<file path="src/common/vss_pkg.sv">
// package: constants and carriers for the vertical sync separator
package vss_pkg;

    // ------------------------------------------------------------
    // timing
    // ------------------------------------------------------------
    localparam int unsigned CLK_HZ      = 200_000_000;
    localparam int unsigned TICK_HZ     = 5_000_000;
    localparam int unsigned TICK_DIV    = CLK_HZ / TICK_HZ;
    localparam logic [5:0]  TICK_LAST   = 6'(TICK_DIV - 1);

    // ------------------------------------------------------------
    // counter and register layout
    // ------------------------------------------------------------
    localparam int unsigned CNT_W       = 8;
    localparam logic [7:0]  CNT_MAX     = 8'hff;
    localparam logic [7:0]  CNT_ZERO    = 8'h00;
    localparam logic [7:0]  TRIG_ADDR   = 8'h11;
    localparam logic [7:0]  SEL_ADDR    = 8'h0e;
    localparam int unsigned SEL_BIT     = 0;
    localparam logic [7:0]  TRIG_RESET  = 8'h20;
    localparam logic        SEL_RESET   = 1'b0;

    // ------------------------------------------------------------
    // states and carriers
    // ------------------------------------------------------------
    typedef enum logic [0:0] {
        VSS_SEEK  = 1'b0,
        VSS_INVSY = 1'b1
    } vss_state_t;

    typedef struct packed {
        logic [7:0] trigger;
        logic       use_separator;
    } vss_cfg_t;

    typedef struct packed {
        logic       vsync;
        logic [7:0] count;
    } vss_stat_t;

endpackage

</file>
<file path="src/rtl/vss_separator.sv">
// module: vertical sync separator with output selector
`timescale 1ns/1ps
// How it works
// an 8-bit counter steps once per 5 MHz tick, 200 ns a count.
// the composite input is active-high; polarity is fixed upstream.
// while the composite input is active the counter counts up each tick.
// after the pulse ends the counter counts down each tick toward zero.
// vertical sync is declared when the count exceeds the trigger count.
// at detection the count clears, then rises only while input is idle.
// vertical sync ends when the idle count reaches the trigger count.
// on end of sync the counter clears and accumulation starts over.
// select bit low passes the direct vsync, high the separated sync.
// the counter saturates at 255 and at zero instead of wrapping.
// the separated output is high from detection until absence.

module vss_separator (
    // clock and reset
    input  wire logic              clk,
    input  wire logic              rst,
    // configuration from the control registers
    input  wire vss_pkg::vss_cfg_t cfg,
    // sync inputs (pins)
    input  wire logic              csync,
    input  wire logic              vsync_in,
    // outputs
    output logic                   vsync_out,
    output vss_pkg::vss_stat_t     stat
);

    // ------------------------------------------------------------
    // input synchronisers
    // ------------------------------------------------------------
    logic [1:0]          cs_sync;
    logic [1:0]          vs_sync;
    logic                cs;
    logic                vs;
    logic                tick;
    logic [7:0]          count;
    logic [7:0]          next_count;
    vss_pkg::vss_state_t state;
    vss_pkg::vss_state_t next_state;

    // pins are asynchronous to clk; two flops before use
    always_ff @(posedge clk or posedge rst) begin
        if (rst) begin
            cs_sync <= 2'b00;
            vs_sync <= 2'b00;
        end else begin
            cs_sync <= {cs_sync[0], csync};
            vs_sync <= {vs_sync[0], vsync_in};
        end
    end

    assign cs = cs_sync[1];
    assign vs = vs_sync[1];

    // ------------------------------------------------------------
    // tick
    // ------------------------------------------------------------
    vss_tick i_vss_tick (
        .clk  (clk),
        .rst  (rst),
        .tick (tick)
    );

    // ------------------------------------------------------------
    // helpers
    // ------------------------------------------------------------
    // saturating step; avoids wrap that would fake a long pulse
    function automatic logic [7:0] sat_up(input logic [7:0] v);
        sat_up = (v == vss_pkg::CNT_MAX) ? v : v + 8'h01;
    endfunction

    function automatic logic [7:0] sat_dn(input logic [7:0] v);
        sat_dn = (v == vss_pkg::CNT_ZERO) ? v : v - 8'h01;
    endfunction

    // ------------------------------------------------------------
    // next state and count
    // ------------------------------------------------------------
    always_comb begin
        next_state = state;
        next_count = count;
        if (tick) begin
            case (state)
                vss_pkg::VSS_SEEK: begin
                    if (cs) begin
                        next_count = sat_up(count);
                    end else begin
                        next_count = sat_dn(count);
                    end
                    if (count > cfg.trigger) begin
                        next_state = vss_pkg::VSS_INVSY;
                        next_count = vss_pkg::CNT_ZERO;
                    end
                end
                vss_pkg::VSS_INVSY: begin
                    if (count >= cfg.trigger) begin
                        next_state = vss_pkg::VSS_SEEK;
                        next_count = vss_pkg::CNT_ZERO;
                    end else if (!cs) begin
                        next_count = sat_up(count);
                    end
                end
                default: begin
                    next_state = vss_pkg::VSS_SEEK;
                    next_count = vss_pkg::CNT_ZERO;
                end
            endcase
        end
    end

    // ------------------------------------------------------------
    // state registers
    // ------------------------------------------------------------
    // decisions only move on ticks, so a noise glitch between ticks
    // costs at most one count
    always_ff @(posedge clk or posedge rst) begin
        if (rst) begin
            state <= vss_pkg::VSS_SEEK;
            count <= vss_pkg::CNT_ZERO;
        end else begin
            state <= next_state;
            count <= next_count;
        end
    end

    // ------------------------------------------------------------
    // output selector
    // ------------------------------------------------------------
    // registered so the output never glitches on a select change
    always_ff @(posedge clk or posedge rst) begin
        if (rst) begin
            vsync_out <= 1'b0;
        end else if (cfg.use_separator) begin
            vsync_out <= (next_state == vss_pkg::VSS_INVSY);
        end else begin
            vsync_out <= vs;
        end
    end

    assign stat.vsync = (state == vss_pkg::VSS_INVSY);
    assign stat.count = count;

    // ------------------------------------------------------------
    // checks
    // ------------------------------------------------------------
    a_hold_no_tick: assert property (@(posedge clk) disable iff (rst)
        !tick |=> $stable(count))
        else $error("count moved without a tick");

    a_count_up: assert property (@(posedge clk) disable iff (rst)
        tick && state == vss_pkg::VSS_SEEK && cs && count <= cfg.trigger
        && count != vss_pkg::CNT_MAX |=> count == $past(count) + 8'h01)
        else $error("count did not rise during pulse");

    a_count_down: assert property (@(posedge clk) disable iff (rst)
        tick && state == vss_pkg::VSS_SEEK && !cs && count != 8'h00
        && count <= cfg.trigger |=> count == $past(count) - 8'h01)
        else $error("count did not fall after pulse");

    a_detect: assert property (@(posedge clk) disable iff (rst)
        tick && state == vss_pkg::VSS_SEEK && count > cfg.trigger
        |=> state == vss_pkg::VSS_INVSY && count == 8'h00)
        else $error("sync not detected above trigger");

    a_inv_hold: assert property (@(posedge clk) disable iff (rst)
        tick && state == vss_pkg::VSS_INVSY && cs && count < cfg.trigger
        |=> $stable(count))
        else $error("count moved while sync active");

    a_absence: assert property (@(posedge clk) disable iff (rst)
        tick && state == vss_pkg::VSS_INVSY && count >= cfg.trigger
        |=> state == vss_pkg::VSS_SEEK && count == 8'h00)
        else $error("sync absence not taken at trigger");

    a_no_wrap: assert property (@(posedge clk) disable iff (rst)
        $past(count) == vss_pkg::CNT_MAX |-> count != 8'h00
        || $past(state) != state)
        else $error("counter wrapped");

    a_out_sel: assert property (@(posedge clk) disable iff (rst)
        cfg.use_separator ##1 cfg.use_separator
        |-> vsync_out == stat.vsync)
        else $error("selected output mismatch");

    a_out_pass: assert property (@(posedge clk) disable iff (rst)
        !cfg.use_separator |=> vsync_out == $past(vs))
        else $error("direct vsync not passed");

    a_low_seek: assert property (@(posedge clk) disable iff (rst)
        state == vss_pkg::VSS_SEEK && $past(state) == vss_pkg::VSS_SEEK
        && cfg.use_separator && $past(cfg.use_separator)
        |-> !vsync_out)
        else $error("output high while seeking");

    // a held pulse at the top must not wrap and fake a fresh short pulse
    a_sat_top: assert property (@(posedge clk) disable iff (rst)
        tick && state == vss_pkg::VSS_SEEK && cs
        && count == vss_pkg::CNT_MAX && count <= cfg.trigger
        |=> count == vss_pkg::CNT_MAX)
        else $error("count left the top while held");

    a_sat_floor: assert property (@(posedge clk) disable iff (rst)
        tick && state == vss_pkg::VSS_SEEK && !cs
        && count == vss_pkg::CNT_ZERO
        |=> count == vss_pkg::CNT_ZERO)
        else $error("count left zero while idle");

    a_inv_count: assert property (@(posedge clk) disable iff (rst)
        tick && state == vss_pkg::VSS_INVSY && !cs && count < cfg.trigger
        |=> count == $past(count) + 8'h01)
        else $error("idle time not counted during sync");

    // the selector is fed from the next state, so the separated output
    // rises on the same edge as the state register, not one later
    a_sep_rise: assert property (@(posedge clk) disable iff (rst)
        cfg.use_separator && tick && state == vss_pkg::VSS_SEEK
        && count > cfg.trigger |=> vsync_out)
        else $error("separated output did not rise on detection");

    c_detect: cover property (@(posedge clk) disable iff (rst)
        state == vss_pkg::VSS_SEEK ##1 state == vss_pkg::VSS_INVSY);
    c_absence: cover property (@(posedge clk) disable iff (rst)
        state == vss_pkg::VSS_INVSY ##1 state == vss_pkg::VSS_SEEK);
    c_saturate: cover property (@(posedge clk) disable iff (rst)
        count == vss_pkg::CNT_MAX);
    c_hpulse: cover property (@(posedge clk) disable iff (rst)
        count == 8'h05 && !cs);
    c_serration: cover property (@(posedge clk) disable iff (rst)
        tick && state == vss_pkg::VSS_INVSY && !cs);

endmodule

</file>
<file path="src/rtl/vss_tick.sv">
// module: 5 MHz tick generator for the separator counter
`timescale 1ns/1ps

module vss_tick (
    // clock and reset
    input  wire logic clk,
    input  wire logic rst,
    // tick out
    output logic      tick
);

    logic [5:0] div;

    // ------------------------------------------------------------
    // divider
    // ------------------------------------------------------------
    // one-cycle pulse every TICK_DIV clocks
    always_ff @(posedge clk or posedge rst) begin
        if (rst) begin
            div  <= 6'h00;
            tick <= 1'b0;
        end else begin
            tick <= (div == vss_pkg::TICK_LAST);
            if (div == vss_pkg::TICK_LAST) begin
                div <= 6'h00;
            end else begin
                div <= div + 6'h01;
            end
        end
    end

    a_tick_period: assert property (@(posedge clk) disable iff (rst)
        tick |=> !tick [*8])
        else $error("tick came sooner than its period");

endmodule

</file>
<file path="config.mk">
export PLATFORM = sky130hd
export DESIGN_NAME = vss_separator
export DESIGN_NICKNAME = d
export VERILOG_FILES = /design/src/common/vss_pkg.sv /design/src/rtl/vss_separator.sv /design/src/rtl/vss_tick.sv
export SDC_FILE = /design/constraint.sdc
export NUM_CORES = 1
export LEC_CHECK = 0
export ABC_AREA = 1
export BUFFER_PORTS_ARGS = -buffer_cell sky130_fd_sc_hd__buf_2
export CAP_MARGIN = 25
export CORE_ASPECT_RATIO = 1.25
export CORE_MARGIN = 2
export CORE_UTILIZATION = 40
export CTS_CLUSTER_SIZE = 20
export DETAILED_ROUTE_END_ITERATION = 8
export GPL_TIMING_DRIVEN = 0
export SYNTH_ARGS = -nofsm -noshare
export SYNTH_HDL_FRONTEND = slang
export SYNTH_SLANG_ARGS = --single-unit
</file>
<file path="constraint.sdc">
create_clock -name clk -period 1.6 [get_ports clk]
set_input_delay 0.24 -clock clk [delete_from_list [all_inputs] [get_ports clk]]
set_output_delay 0.24 -clock clk [all_outputs]
set_load 0.01 [all_outputs]
</file>
==> run summary <==
outcome -> complete, but fails checks
failing checks -> setup timing
RSZ-0062 raised after global routing -> yes
area of the die -> 4870 µm²
syn nets -> 272
worst vdd ir -> 0.395 mV
Area contributors post-synth -> dfrtp_1, nand2_1, ha_1
CP endpoint -> count[6]$_DFFE_PP0P_
Yosys Warn Count -> 0
R2R cell count -> 10
Worst R2R Start -> count[4]$_DFFE_PP0P_
Hold Crit Class -> in2reg
CTS buffer count -> 3
Switch Pwr -> 414 µW
max cap viols -> 0
clock transition at the registers of the reported paths -> 80 ps
placed insts -> 325
switching fraction of total power -> 32.1%
Slew @ Worst Pin -> 783 ps
hpwl dp -> 2.91 mm
vias in the first global route -> 1477
clock tree from TritonCTS -> built
Setup CP Type -> reg2reg
cells after synthesis -> 247
number of synthesized flops with an enable pin -> 0
ys async rst share -> 100%
Worst-Skew Late Latency -> 270 ps
n_diodes -> 0
Post-synth top flop -> dfrtp_1
synthesis-to-finish area growth -> 27.4%
gpl congestion -> 0.799
1st-pass router iterations -> 4
Yosys cell types -> 30
Crit. End Element -> register
Yosys top cell area share -> 30.4%
fin cells -> 340
Pwr Density -> 585 nW/µm²
Placement Cell Area -> 1980 µm²
crit-path max FO -> 4
Final Hold Vio Count -> 0
GRT Overall Usage -> 16.8%
Layout Nets -> 310
Core ar. -> 4130 µm²
clk sinks -> 21
Comb pwr share -> 28.4%
Antenna Nets Post-Route -> 0
Rows -> 26
Synth Area per Inst -> 7.00 µm²
CP Launch Point -> count[4]$_DFFE_PP0P_
Internal Power -> 874 µW
layout cells sized above 1 -> 32.0%
routed wire length -> 4.06 mm
Cell Area, Synth -> 1730 µm²
# DRC -> 0
Tmin final -> 1740 ps
Die H -> 77.5 µm
Bufs on Longest Clock Path -> 2
antenna violations before repair -> 0
Synth top cells by count -> nand2_1, nand3_1, inv_1, dfrtp_1, nor2_1
Leak -> 0.00115 µW
largest net degree at the start of global routing -> 22
design area -> 2200 µm²
First DRT Iteration DRCs -> 99
final setup margin -> -135 ps
final worst path period share -> 108%
Starting Density -> 41.9%
slew margin rel. -> 47.7%
Final Max Tran Viols -> 0
io pins -> 23
worst reg2reg endpoint -> count[6]$_DFFE_PP0P_
Yosys top cell by area -> dfrtp_1
Setup-failing EPs final -> 8
sequential fraction of the synthesis area -> 30.4%
I/O Buffers -> 22
via count -> 1679
CTS H-tree depth -> 1
die width -> 62.8 µm
Worst Skew -> 3.99 ps
CP startpoint kind -> register
top-count cell post-synth -> nand2_1
Routed WL per cell -> 11.9 µm
synthesis-stage register bit count -> 21
clock share of power -> 28.0%
reg-to-reg slack, setup -> -140 ps
# hold bufs at CTS -> 0
DR vias/cell -> 4.94
Seq pwr share -> 43.7%
Root Buffer -> clkbuf_8
worst endpoint required time -> 1810 ps
Overflow after GRT -> 0
Tot Pwr -> 1290 µW
Max Freq -> 576 MHz
data arrival time of the worst path -> 1950 ps
first-pass GRT wire length -> 6.53 mm
[state kept, by name, summed over array words and instances (netlist names)]
signal,flops
vsync_out,1
i_vss_tick.div,6
count,8
cs_sync,2
vs_sync,2
i_vss_tick.tick,1
state,1
[area by class of cell]
class	instances	area, µm²
fillers	415	1930
clock inverters	1	5.00
multi-input cells	190	1180
repair buffers	33	205
flip-flops and latches	21	529
clock buffers	3	41.3
inverters	27	104
well taps	56	70.1
plain buffers	9	65.1
[worst min path at each step]
stage / startpoint / endpoint / cells after the start
2_1_floorplan: rst / count[2]$_DFFE_PP0P_ / 1
3_5_place_dp: cs_sync[0]$_DFF_PP0_ / cs_sync[1]$_DFF_PP0_ / 0
5_1_grt: vsync_in / vs_sync[0]$_DFF_PP0_ / 1
3_3_place_gp: vs_sync[0]$_DFF_PP0_ / vs_sync[1]$_DFF_PP0_ / 0
6_report: vsync_in / vs_sync[0]$_DFF_PP0_ / 1
4_1_cts: vsync_in / vs_sync[0]$_DFF_PP0_ / 1
[worst max-delay path, cell delays in order, from the launching register on]
cell and delay [ps]:
dfrtp_1 410, ha_1 290, nand2_2 90, nor2_4 40
buf_4 140, a21oi_4 160, nand3_1 130, or2_0 210
o21ai_0 80, nand2_1 70, nand2_1 60
[layout by cell type, fill, tap and decap left out, drive strengths merged]
master	instances
nor3b	1
and2	1
nor2	23
nand3b	1
inv	27
dfrtp	21
o21bai	1
xor2	3
nand3	31
clkbuf	4
nand4	11
buf	41
a21o	1
clkinv	1
o21ai	5
or2	2
a21oi	4
ha	12
nand2	91
xnor2	2
nor4	1
[logic make-up (layout without fill, tap and decap cells)]
group	Yosys count	in the layout	share of synthesized area, %
AND/OR/NAND/NOR	162	162	44.6
flip-flops	21	21	30.4
AO/OA/AOI/OAI	11	11	4.12
adder cells (fa/ha/maj)	12	12	8.68
XOR/XNOR	5	5	2.53
buffers and inverters	36	73	9.62
[power by group through the flow]
stage,combinational [µW],sequential [µW],clock (µW)
floorplan,227,580,0
global placement,306,577,0
detailed placement,309,577,0
CTS,345,560,367
global route,411,565,391
finish,366,563,360
[per-layer routing]
layer,GRT usage (%),vias to the layer above,part of all wire (%)
met1,21.5,768,43
met2,29.9,45,51
met3,1.74,5,5.3
li1,-,861,-
met4,4.67,0,1.0
met5,0,-,0
[through the flow]
stage	setup TNS, ps	util (%)	worst slack [ps]	hold slack (ps)
floorplan	-116	-	-18.0	216
global placement	-2200	48.0	-291	332
detailed placement	-2130	48.0	-263	335
CTS	-1020	51.2	-132	73.5
global route	-1910	53.3	-254	64.6
finish	-929	53.3	-135	70.7
[timing repair]
| action | 4_1_cts | 5_1_grt |
|---|---|---|
| cloned | 0 | 0 |
| hold endpoints to repair | 0 | 0 |
| setup endpoints to repair | 10 | 10 |
| resized for setup | 1 | 11 |
| pin swaps | 6 | 7 |
| setup buffers | 9 | 2 |
Note: power is estimated with default switching activity, not from simulation.
